[config.mk]
export PLATFORM = sky130hd
export DESIGN_NAME = aiu_interrupt_unit
export DESIGN_NICKNAME = d
export VERILOG_FILES = /design/src/verilog/aiu_sync_bank.v /design/src/verilog/aiu_interrupt_unit.v
export VERILOG_INCLUDE_DIRS = /design/src /design/src/verilog
export SDC_FILE = /design/constraint.sdc
export NUM_CORES = 1
export LEC_CHECK = 0
export BUFFER_PORTS_ARGS = -buffer_cell sky130_fd_sc_hd__buf_2
export CAP_MARGIN = 40
export CORE_MARGIN = 4
export CORE_UTILIZATION = 49
export CTS_CLUSTER_DIAMETER = 40
export DETAILED_ROUTE_END_ITERATION = 10
export GPL_TIMING_DRIVEN = 0
export PLACE_DENSITY = 0.8
export SLEW_MARGIN = 15
export SYNTH_ARGS = -nofsm -noshare
export SYNTH_HDL_FRONTEND = slang
export SYNTH_SLANG_ARGS = --single-unit
[constraint.sdc]
create_clock -name clk_sys -period 2.2 [get_ports clk_sys]
set_input_delay 0.33 -clock clk_sys [delete_from_list [all_inputs] [get_ports clk_sys]]
set_output_delay 0.33 -clock clk_sys [all_outputs]
set_load 0.005 [all_outputs]
[src/verilog/aiu_regs.vh]
`ifndef AIU_REGS_VH
`define AIU_REGS_VH
// Register word addresses on the four-bit address bus.
`define AIU_ADDR_MASK_TRIG 4'h9
`define AIU_ADDR_FLAGS 4'ha
// Field positions inside the mask-and-triggers register.
`define AIU_ENA_LO 0
`define AIU_ENA_HI 7
`define AIU_MATCH_LO 8
`define AIU_MATCH_HI 10
`define AIU_FILL_LO 11
`define AIU_FILL_HI 15
// Reset values.
`define AIU_MASK_RESET 16'h0000
`define AIU_FLAGS_RESET 8'h00
// Source numbers.
`define AIU_SRC_LIMIT 0
`define AIU_SRC_MATCH 1
`define AIU_SRC_FILL 2
`define AIU_SRC_SHORTZ 3
`define AIU_SRC_FULLCAL 4
`define AIU_SRC_PAUSE 5
`define AIU_SRC_LOWSUP 6
`define AIU_SRC_WAKE 7
// Standby exit settling time in microseconds and the clock rate in MHz.
`define AIU_WAKE_US 10000
`define AIU_CLK_MHZ 100
// Diagnostic channel codes and routing selectors.
`define AIU_CH_REFOUT 3'h0
`define AIU_CH_REFPAIR 3'h1
`define AIU_ROUTE_IN 3'h0
`define AIU_ROUTE_GND 3'h1
`define AIU_ROUTE_REFOUT 3'h2
`define AIU_ROUTE_REFPOS 3'h3
`define AIU_ROUTE_REFNEG 3'h4
`endif

[src/verilog/aiu_sync_bank.v]
// Two-stage synchroniser bank for asynchronous status inputs.
module aiu_sync_bank #(
    parameter WIDTH = 2
) (
    input wire clk_sys,
    input wire reset_n,
    input wire [WIDTH-1:0] asyncIn,
    output reg [WIDTH-1:0] syncOut
);
    reg [WIDTH-1:0] stageOne;

    // First stage feeds only the second stage.
    always @(posedge clk_sys or negedge reset_n) begin
        if (!reset_n) begin
            stageOne <= {WIDTH{1'b0}};
            syncOut <= {WIDTH{1'b0}};
        end else begin
            stageOne <= asyncIn;
            syncOut <= stageOne;
        end
    end
endmodule // aiu_sync_bank

[src/verilog/aiu_interrupt_unit.v]
`include "aiu_regs.vh"
module aiu_interrupt_unit #(
    parameter WAKE_CYCLES = `AIU_WAKE_US * `AIU_CLK_MHZ
) (
    input wire clk_sys,
    input wire reset_n,
    input wire regSelect,
    input wire regRead,
    input wire regWrite,
    input wire [3:0] regAddr,
    input wire [15:0] regWdata,
    output reg [15:0] regRdata,
    output reg intOut_n,
    input wire seqReset,
    input wire seqStart,
    input wire seqFetch,
    input wire [2:0] seqAddr,
    input wire seqFetchPause,
    input wire wdCompare,
    input wire wdLimitSel,
    input wire wdDirAbove,
    input wire wdInAbove,
    input wire wdInBelow,
    input wire [4:0] fifoCount,
    input wire shortZeroDone,
    input wire fullCalDone,
    input wire lowSupplyRaw,
    input wire standbyExit,
    input wire diagMode,
    input wire [2:0] chanCode,
    output reg [15:0] limitStatus,
    output reg [2:0] mux_positive_out,
    output reg [2:0] mux_negative_out
);
    // The settling count is cut to the timer width on purpose; the default fits easily.
    localparam [31:0] WAKE_FULL = WAKE_CYCLES;
    localparam [23:0] WAKE_COUNT = WAKE_FULL[23:0];
    // The settling timer needs only an idle and a waiting state.
    localparam WAKE_IDLE = 1'b0;
    localparam WAKE_WAIT = 1'b1;

    // Registers, then the combinational helpers that feed them; wakeDone among them is also a register.
    reg [15:0] maskTrig;
    reg [7:0] flags;
    reg [4:0] lastFifo;
    reg zeroSeen;
    reg wakeState;
    reg [23:0] wakeTimer;
    reg [7:0] next_flags;
    reg [7:0] events;
    reg wakeDone;
    reg limitHit;
    // Bus decode and the synchronised detector level.
    wire supplySync;
    wire isWrite;
    wire statusRead;

    // Detector level arrives from the analog side, so it is synchronised first.
    aiu_sync_bank #(
        .WIDTH(1)
    ) supplySyncBank (
        .clk_sys(clk_sys),
        .reset_n(reset_n),
        .asyncIn(lowSupplyRaw),
        .syncOut(supplySync)
    );

    // Limit comparison result honouring the direction bit.
    function crossed;
        input dirAbove;
        input above;
        input below;
        begin
            crossed = dirAbove ? above : below;
        end
    endfunction

    assign isWrite = regSelect && regWrite;
    assign statusRead = regSelect && regRead && (regAddr == `AIU_ADDR_FLAGS);

    // Event collection for all eight sources.
    always @* begin
        limitHit = wdCompare && crossed(wdDirAbove, wdInAbove, wdInBelow);
        events = 8'h00;
        events[`AIU_SRC_LIMIT] = limitHit;
        // A zero match value ignores the first pass over instruction zero.
        events[`AIU_SRC_MATCH] = seqFetch
            && (seqAddr == maskTrig[`AIU_MATCH_HI:`AIU_MATCH_LO])
            && !(seqAddr == 3'h0 && !zeroSeen);
        // Fires only on the cycle the count arrives at the trigger level.
        events[`AIU_SRC_FILL] = (fifoCount == maskTrig[`AIU_FILL_HI:`AIU_FILL_LO])
            && (fifoCount != lastFifo)
            && (maskTrig[`AIU_FILL_HI:`AIU_FILL_LO] != 5'h00);
        events[`AIU_SRC_SHORTZ] = shortZeroDone;
        events[`AIU_SRC_FULLCAL] = fullCalDone;
        events[`AIU_SRC_PAUSE] = seqFetch && seqFetchPause;
        events[`AIU_SRC_LOWSUP] = supplySync;
        events[`AIU_SRC_WAKE] = wakeDone;
    end

    // A read clears the flags, but an event in the same cycle still lands.
    always @* begin
        if (statusRead || seqReset) begin
            next_flags = events;
        end else begin
            next_flags = flags | events;
        end
    end

    // Flag, mask and bookkeeping registers.
    always @(posedge clk_sys or negedge reset_n) begin
        if (!reset_n) begin
            flags <= `AIU_FLAGS_RESET;
            maskTrig <= `AIU_MASK_RESET;
            lastFifo <= 5'h00;
            zeroSeen <= 1'b0;
            limitStatus <= 16'h0000;
        end else begin
            flags <= next_flags;
            lastFifo <= fifoCount;
            if (isWrite && regAddr == `AIU_ADDR_MASK_TRIG) begin
                maskTrig <= regWdata;
            end
            // The first-pass memory clears on sequencer reset or start and sets on a fetch of instruction zero.
            if (seqReset || seqStart) begin
                zeroSeen <= 1'b0;
            end else if (seqFetch && seqAddr == 3'h0) begin
                zeroSeen <= 1'b1;
            end
            if (seqReset) begin
                limitStatus <= 16'h0000;
            end else if (limitHit) begin
                limitStatus[{wdLimitSel, seqAddr}] <= 1'b1;
            end
        end
    end

    // Settling timer after standby exit.
    always @(posedge clk_sys or negedge reset_n) begin
        if (!reset_n) begin
            wakeState <= WAKE_IDLE;
            wakeTimer <= 24'h000000;
            wakeDone <= 1'b0;
        end else begin
            wakeDone <= 1'b0;
            case (wakeState)
                WAKE_IDLE: begin
                    if (standbyExit) begin
                        wakeState <= WAKE_WAIT;
                        wakeTimer <= WAKE_COUNT;
                    end
                end
                WAKE_WAIT: begin
                    if (wakeTimer <= 24'h000001) begin
                        wakeState <= WAKE_IDLE;
                        wakeDone <= 1'b1;
                    end else begin
                        wakeTimer <= wakeTimer - 24'h000001;
                    end
                end
                default: begin
                    wakeState <= WAKE_IDLE;
                end
            endcase
        end
    end

    // Pin and read data are registered so the pin never glitches.
    always @(posedge clk_sys or negedge reset_n) begin
        if (!reset_n) begin
            intOut_n <= 1'b1;
            regRdata <= 16'h0000;
        end else begin
            // Uses next flags so the pin tracks the flag register exactly.
            intOut_n <= ~|(next_flags & maskTrig[`AIU_ENA_HI:`AIU_ENA_LO]);
            if (regSelect && regRead && regAddr == `AIU_ADDR_MASK_TRIG) begin
                regRdata <= maskTrig;
            end else if (statusRead) begin
                regRdata <= {fifoCount, seqAddr, flags};
            end else begin
                regRdata <= 16'h0000;
            end
        end
    end

    // Input multiplexer routing; diagnostics only override codes 000 and 001.
    always @(posedge clk_sys or negedge reset_n) begin
        if (!reset_n) begin
            mux_positive_out <= `AIU_ROUTE_IN;
            mux_negative_out <= `AIU_ROUTE_GND;
        end else if (diagMode && chanCode == `AIU_CH_REFOUT) begin
            mux_positive_out <= `AIU_ROUTE_REFOUT;
            mux_negative_out <= `AIU_ROUTE_GND;
        end else if (diagMode && chanCode == `AIU_CH_REFPAIR) begin
            mux_positive_out <= `AIU_ROUTE_REFPOS;
            mux_negative_out <= `AIU_ROUTE_REFNEG;
        end else begin
            mux_positive_out <= `AIU_ROUTE_IN;
            mux_negative_out <= (chanCode == `AIU_CH_REFOUT) ? `AIU_ROUTE_GND : `AIU_ROUTE_IN;
        end
    end
endmodule // aiu_interrupt_unit

=== After elaboration in Yosys (flattened, before gate mapping) ===
Index checks and enable logic that the tools add are counted.

* Add/sub/neg operators: 1
* $lt $le $gt $ge: 3
* Eq/ne operators: 8
* Multiplexer cells: 23
* Bitwise gates (word level): 4
* Reduce and logical (&&, ||, !) cells: 28

{| class="wikitable"
|+ Operator list
! kind !! number
|-
| 16-bit 2-to-1 mux || 4
|-
| 24-bit 2-to-1 mux || 2
|-
| 24-bit one-hot mux with 2 select lines || 1
|-
| 24-bit by 1-bit <= comparator with 1-bit output (second input constant) || 1
|-
| 24-bit by 1-bit subtractor with 24-bit output (second input constant) || 1
|-
| 1-bit logical AND || 16
|-
| 16-bit bitwise OR || 1
|-
| 1-bit 2-to-1 mux || 9
|-
| 3-bit 2-to-1 mux || 3
|-
| 8-bit AND || 1
|-
| 4-bit == test (second input constant) || 2
|-
| 8-bit 2-to-1 mux || 1
|-
| 8-bit bitwise OR || 1
|-
| 8-bit OR reduction || 1
|-
| 3-bit logical NOT || 2
|-
| 5-bit == test || 1
|-
| 4-bit by 5-bit < comparator with 1-bit output (second input constant) || 1
|-
| 5-bit != test || 1
|-
| 5-bit nonzero test || 1
|-
| 1-bit demux with 4-bit select || 1
|-
| 4-bit by 1-bit >= comparator with 1-bit output (second input constant) || 1
|-
| 2-bit != test (second input constant) || 2
|-
| 2-bit nonzero test || 2
|-
| 3-bit by 1-bit == test with 1-bit output (second input constant) || 1
|-
| 7 further kinds || 10
|}

* Flip-flop bits (word level): 97
* Input port bits: 50
* Output and inout port bits: 39
* Word-level logic and storage cells: 81

=== Longest topological paths before layout ===
Gate-level depths: netlist of the first run.

* Depth in word-level cells: 9
* Gate-level depth with buffers: 8
* Gate-level depth less buffers: 8

=== By module ===
A second synthesis of the first run with hierarchy kept.

* Cells, all modules: 376
* Area total of the unflattened synthesis: 4,222.8 sq um

{| class="wikitable"
|+ By module, submodules not included
! module !! instances !! cells an instance !! area each (sq um) !! sequential area each (sq um)
|-
| aiu_interrupt_unit || 1 || 374 || 4,172.8 || 2,304.7
|-
| aiu_sync_bank || 1 || 2 || 50.0 || 50.0
|}

=== Least setup slack after synthesis of the first run ===
OpenSTA, ideal clock, no wires.

* Path kind: reg2reg
* Start point: register wakeTimer[5]
* End point: register wakeTimer[10]
* Setup time: 0.078 ns
* Arrival: 2.174 ns
* Data required time: 2.122 ns
* Path slack: -0.051 ns
* Stages on the path, launching flop included: 6
* Path buffers: 0
* Cells stage by stage: dfrtp_1 -> or4_4 -> or3_4 -> or4_1 -> or3_1 -> a21oi_1

* Cells in the longest elaborated chain, start to end: 3
* Elaborated cells on any way between the ends: 6

{| class="wikitable"
|+ RTL lines
! element !! line !! RTL
|-
| start: declaration || aiu_interrupt_unit.v:48 || <nowiki>reg [23:0] wakeTimer;</nowiki>
|-
| start signal: assignment || aiu_interrupt_unit.v:158 || <nowiki>wakeTimer <= wakeTimer - 24'h000001;</nowiki>
|-
| 24-bit by 1-bit subtractor with 24-bit output / 24-bit by 1-bit <= comparator with 1-bit output (equally long branches) || aiu_interrupt_unit.v:158, aiu_interrupt_unit.v:154 ||
|-
| 24-bit 2-to-1 mux / 2-bit != test (equally long branches) || - ||
|-
| 24-bit one-hot mux with 2 select lines / 2-bit AND reduction (equally long branches) || - ||
|}

Parallel ways exist; a longest one is shown, timed or not. The select of a mux whose other input is x is not followed.
A chain may end at the register's enable or synchronous reset.

=== Worst setup path after layout of the first run ===
* Start point: register wakeTimer[8]
* End point: register wakeTimer[23]

The elaborated chain is that of the path after synthesis.

==> metrics.yaml, run 1 <==
final_antenna_net_count: 0
max_slew.worst_pin.slew_ps: 804
track_usage_pct: 20.9
dp_hpwl_um: 7170
totalWireLength_um: 11000
cts_root_buffer: "clkbuf_8"
postSynthAreaPerCell_sq_um: 11.2
worst_setup_path_end_kind: "flip-flop"
netlist_area_sq_um: 4220
drv_cap: 0
rows: 33
clk_path_buf_depth: 2
async_flop_share_pct: 100
cp_data_arrival_time_ps: 2590
drt_iter0_drc: 176
powerDensity_nw_per_um2: 784
net-switching-power_mw: 1.30
timing.final.ws_setup_ps: -104
fin_cells: 614
ys_ff_latch: 94
rsz0062_at_grt: "true"
finalWeightedCongestion: 0.892
relSlewSlack_pct: 46.0
cp-start-kind: "flip-flop"
path_class: "reg2reg"
layout_common_cells: "92 x dfrtp_1, 83 x buf_2, 31 x nor2_1"
diodes: 0
final_common_cell: "dfrtp_1"
power_frac_seq_pct: 50.1
power_mw: 4.23
fin_tns_setup_ps: -865
intPower_mw: 2.93
cp_max_fo: 6
slew_viol_final: 0
finish.net_count: 556
htreeDepth: 3
seq_area_frac_synth_pct: 55.8
die_w_um: 101
core_sq_um: 8300
power.leakage_nw: 2.58
first_pass_iters: 6
swShare_pct: 30.7
min_period_ps: 2300
num_vias: 3641
grt_max_degree: 62
drive_above_1_share_pct: 35.6
pwr-share-comb_pct: 21.8
detail_route.vias_per_cell: 5.93
hold_path.class: "in2reg"
pin_count: 89
violations: "negative setup slack"
placed_area_sq_um: 4810
crit_required_ps: 2490
area_growth_pct: 27.8
hold_violations: 0
skew_ps: 9.08
synth_ff_type: "dfrtp_1"
synth_enable_flop_cells: 0
ir_drop_uv: 474
drt-wirelength-per-cell_um: 17.9
netlist-cell-type-count: 54
yosysWarnings: 0
insertion_delay_ps: 360
die_area_sq_um: 10200
overflow: 0
portBuffers: 84
first_global_vias: 3543
nFillCells: 636
p_clk_share_pct: 28.1
dp.cells: 567
stdcell_area_sq_um: 5400
clk_pin_slew_worst_paths_ps: 90
die_h_um: 101
status: "finished, violations left"
cts_tree: "done"
cts.sinks: 94
grt_pass1_wl_um: 16900
drc_errors: 0
period_share_pct: 105
antenna_found_initial: 0
max_freq_mhz: 434
finalSetupViolCount: 18
cts-buffers-inserted: 9
syn_inst: 376
start_util_pct: 50.9
-- critical path: stages (launching register included) --
cell and delay [ps]:
dfrtp_1 410, or4_4 590, nor3_4 390, buf_4 200, nand3_4 70, or4_1 480
nand3_1 90
-- synth_stat cells (3+ instances only) --
cell / count / area (sq um)
o21ai_0: 8 / 40.0
nor2b_1: 7 / 43.8
clkbuf_1: 15 / 56.3
nor4_1: 3 / 18.8
a21o_1: 5 / 37.5
buf_4: 4 / 30.0
a22oi_1: 5 / 37.5
and3_1: 5 / 31.3
or4_1: 9 / 67.6
or3_1: 8 / 50.1
nor3_1: 12 / 60.1
o21ai_1: 3 / 15.0
mux2i_1: 8 / 80.1
xnor2_1: 8 / 70.1
inv_1: 6 / 22.5
o41ai_1: 4 / 35.0
a31oi_1: 12 / 75.1
mux2_2: 16 / 180
a41oi_1: 3 / 26.3
nor2_1: 32 / 120
nand4_1: 7 / 43.8
nand2_1: 17 / 63.8
nor3b_1: 3 / 22.5
nand3_1: 9 / 45.0
o31ai_1: 5 / 37.5
a21oi_1: 11 / 55.1
xor2_1: 3 / 26.3
dfrtp_1: 92 / 2300
a22o_1: 20 / 175
-- timing repair --
item	4_1_cts	5_1_grt
cloned	0	2
hold buffers	1	0
endpoints found under the setup margin	20	23
buffers inserted	15	13
endpoints found under the hold margin	33	0
pin swaps	10	13
gates resized for setup	13	19
-- state kept, by name (all words and copies together) (netlist names) --
| register | flops |
|---|---|
| limitStatus | 16 |
| lastFifo | 5 |
| maskTrig | 16 |
| supplySyncBank.syncOut | 1 |
| wakeDone | 1 |
| wakeTimer | 24 |
| zeroSeen | 1 |
| wakeState | 1 |
| mux_negative_out | 1 |
| flags | 8 |
| intOut_n | 1 |
| supplySyncBank.stageOne | 1 |
| mux_positive_out | 2 |
| regRdata | 16 |
-- per-stage QoR --
step	util, %	worst slack [ps]	hold WS, ps
floorplan	-	-51.2	34.4
global placement	57.6	-335	334
detailed placement	57.9	-350	314
CTS	62.7	-88.1	68.3
global route	65.0	-163	61.1
finish	65.0	-104	84.0
-- worst paths after layout --
path                                    startpoint                      end  slack [ps]  cells past startpoint
setup / recovery                      wakeTimer[8]            wakeTimer[23]        -100                      6
max in group asynchronous                  reset_n      mux_negative_out[0]        1050                      3
hold / removal                        lowSupplyRaw  supplySyncBank.stageOne          80                      1
hold reg to reg            supplySyncBank.stageOne   supplySyncBank.syncOut         360                      0
min in group asynchronous                  reset_n             regRdata[11]         460                      2
setup reg to reg                      wakeTimer[8]            wakeTimer[23]        -100                      6
-- power by group through the flow --
stage	Sequential (mW)	Combinational (mW)	Clock, mW
after CTS	2.10	0.801	1.22
after floorplan	2.10	0.454	0
after detailed placement	2.15	0.659	0
after global routing	2.14	1.02	1.29
after global placement	2.13	0.624	0
final	2.12	0.923	1.19
-- cell type report --
cell class / instances / area (sq um) / area share [%]
Timing Repair Buffer: 115 / 701 / 13.0
Multi-Input combinational cell: 258 / 1890 / 35.0
Clock inverter: 7 / 80.1 / 1.48
Sequential cell: 94 / 2350 / 43.6
Inverter: 6 / 22.5 / 0.417
Tap cell: 105 / 131 / 2.43
Clock buffer: 9 / 124 / 2.30
Buffer: 20 / 93.8 / 1.74
-- layer usage --
metal | routed length (um) | up-vias | track usage (%)
li1 | - | 1664 | -
met1 | 4560 | 1765 | 28.6
met2 | 5350 | 184 | 33.5
met3 | 792 | 28 | 4.36
met4 | 281 | 0 | 6.84
met5 | 0 | - | 0
-- kinds of logic after synthesis --
kind of cell	count (synthesis)	synth area share, %
and+or+nand+nor	134	18.1
DFF	94	55.8
AOI/OAI and AO/OA	84	14.3
buffers and inverters	26	2.67
muxes	24	6.16
xor gates and xnor gates	11	2.28
adders and majority gates	2	0.592
other	1	0.0888
Note: power is estimated with default switching activity, not from simulation.
==> run 2, diff against run 1 <==
--- a/config.mk
+++ b/config.mk
@@ -7,7 +7,6 @@
 export NUM_CORES = 1
 export LEC_CHECK = 0
 export BUFFER_PORTS_ARGS = -buffer_cell sky130_fd_sc_hd__buf_2
-export CAP_MARGIN = 40
 export CORE_MARGIN = 4
 export CORE_UTILIZATION = 49
 export CTS_CLUSTER_DIAMETER = 40
==> constraint.sdc (replaced) <==
create_clock -name clk_sys -period 1.9 [get_ports clk_sys]
set_input_delay 0.285 -clock clk_sys [delete_from_list [all_inputs] [get_ports clk_sys]]
set_output_delay 0.285 -clock clk_sys [all_outputs]
set_load 0.005 [all_outputs]
==> metrics.yaml, run 2 (same netlist as run 1, synthesis figures left out) <==
final_antenna_net_count: 0  # unchanged
power.leakage_nw: 2.60  # +0.92%
power_mw: 4.81  # +14%
cts.sinks: 94  # unchanged
cp_data_arrival_time_ps: 2580  # about the same
grt_pass1_wl_um: 16800  # -0.57%
crit_required_ps: 2190  # -300 ps
drt_iter0_drc: 187  # +6.3%
cp_max_fo: 6  # unchanged
layout_common_cells: "90 x dfrtp_1, 84 x buf_2, 30 x nor2_1"
rows: 33  # unchanged
finish.net_count: 557  # +0.18%
rsz0062_at_grt: "true"
drt-wirelength-per-cell_um: 17.9  # about the same
detail_route.vias_per_cell: 5.88  # -0.82%
clk_path_buf_depth: 2  # unchanged
diodes: 0  # unchanged
final_common_cell: "dfrtp_1"
met2_usage_pct: 34.7  # +1.2 points
top_register: "wakeTimer"
die_w_um: 101  # unchanged
clk_pin_slew_worst_paths_ps: 90  # about the same
powerDensity_nw_per_um2: 883  # +13%
htreeDepth: 3  # unchanged
portBuffers: 84  # unchanged
drv_cap: 0  # unchanged
cts-buffers-inserted: 9  # unchanged
cts_tree: "done"
num_vias: 3617  # -0.66%
hold_violations: 0  # unchanged
grt_max_degree: 56  # -9.7%
path_class: "reg2reg"
hold_path.class: "in2reg"
drc_errors: 0  # unchanged
area_growth_pct: 28.9
die_area_sq_um: 10200  # unchanged
overflow: 0  # unchanged
core_sq_um: 8300  # unchanged
totalWireLength_um: 11000  # about the same
antenna_found_initial: 0  # unchanged
grt.met3_usage_pct: 3.11  # -1.2 points
pin_count: 89  # unchanged
status: "finished, violations left"
busiest_layer: "met2"
first_pass_iters: 5  # -1
start_util_pct: 50.9  # unchanged
nFillCells: 614  # -3.5%
finalWeightedCongestion: 0.900  # +0.90%
period_share_pct: 120  # +16 points
slew_viol_final: 0  # unchanged
die_h_um: 101  # unchanged
insertion_delay_ps: 360  # about the same
met1_usage_pct: 28.0  # -0.59 points
drive_above_1_share_pct: 38.0  # +2.5 points
cp-start-kind: "flip-flop"
ir_drop_uv: 514  # +8.4%
relSlewSlack_pct: 41.0  # -5.0 points
first_global_vias: 3527  # -0.45%
finalSetupViolCount: 26  # +8
final-seq-area_sq_um: 2360  # +0.11%
multi_input_area_sq_um: 1920  # +1.7%
track_usage_pct: 20.9  # -0.096 points
violations: "negative setup slack"
fin_tns_setup_ps: -7790  # -6930 ps
min_period_ps: 2290  # -15.0 ps
cts_root_buffer: "clkbuf_8"
dp_hpwl_um: 7160  # about the same
skew_ps: 8.37  # -0.706 ps
timing.final.ws_setup_ps: -389  # -285 ps
largest_reg_flops: 24  # unchanged
max_slew.worst_pin.slew_ps: 879  # +74.9 ps
max_freq_mhz: 437  # +0.66%
worst_setup_path_end_kind: "flip-flop"
==> run 2: what timing repair did <==
item | CTS | global route
gates cloned | 1 | 0
pin swaps | 21 | 6
buffers inserted | 15 | 15
gates resized for setup | 23 | 22
hold buffers | 1 | 0
hold endpoints to repair | 39 | 0
setup endpoints to repair | 36 | 26
==> run 2: worst max-delay path: stages (launching register included) <==
cell and delay (ps):
dfrtp_2 440, or4_4 500, or3_4 350, or4_4 480
or3_1 320, a21oi_1 120
==> run 2: final timing paths <==
path | start | end | slack [ps] | cells past startpoint
hold reg to reg | supplySyncBank.stageOne | supplySyncBank.syncOut | 370 | 0
setup reg to reg | wakeTimer[2] | wakeTimer[10] | -390 | 5
hold / removal | lowSupplyRaw | supplySyncBank.stageOne | 30 | 1
max in group asynchronous | reset_n | mux_negative_out[0] | 760 | 3
min in group asynchronous | reset_n | regRdata[13] | 430 | 2
setup / recovery | wakeTimer[2] | wakeTimer[10] | -390 | 5
==> run 2: power by group <==
part,total [mW],internal (mW),switching (mW)
registers,2.47,2.23,0.235
logic,0.990,0.490,0.500
clock network,1.35,0.614,0.732
total,4.81,3.34,1.47
==> run 2: layer usage <==
layer,part of all wire [%],wire (um)
met3,6.7,734
met5,0,0
met4,1.4,152
met1,41,4550
met2,51,5570
==> run 2: layout make-up <==
class / count / area share, %
flip-flops and latches: 94 / 43.3
inverters: 6 / 0.414
clock inverters: 7 / 1.31
plain buffers: 20 / 1.75
well taps: 105 / 2.41
repair buffers: 117 / 13.2
clock buffers: 9 / 2.28
multi-input cells: 257 / 35.3
==> run 2: stage by stage <==
step	cells	hold WS [ps]	worst slack [ps]	area (sq um)	utilization [%]
2_1_floorplan	377	-10.6	-351	4230	-
3_3_place_gp	566	334	-676	4780	57.6
3_5_place_dp	567	297	-714	4810	57.9
4_1_cts	600	17.7	-403	5230	63.0
5_1_grt	615	2.03	-439	5440	65.6
6_report	615	32.4	-389	5440	65.6
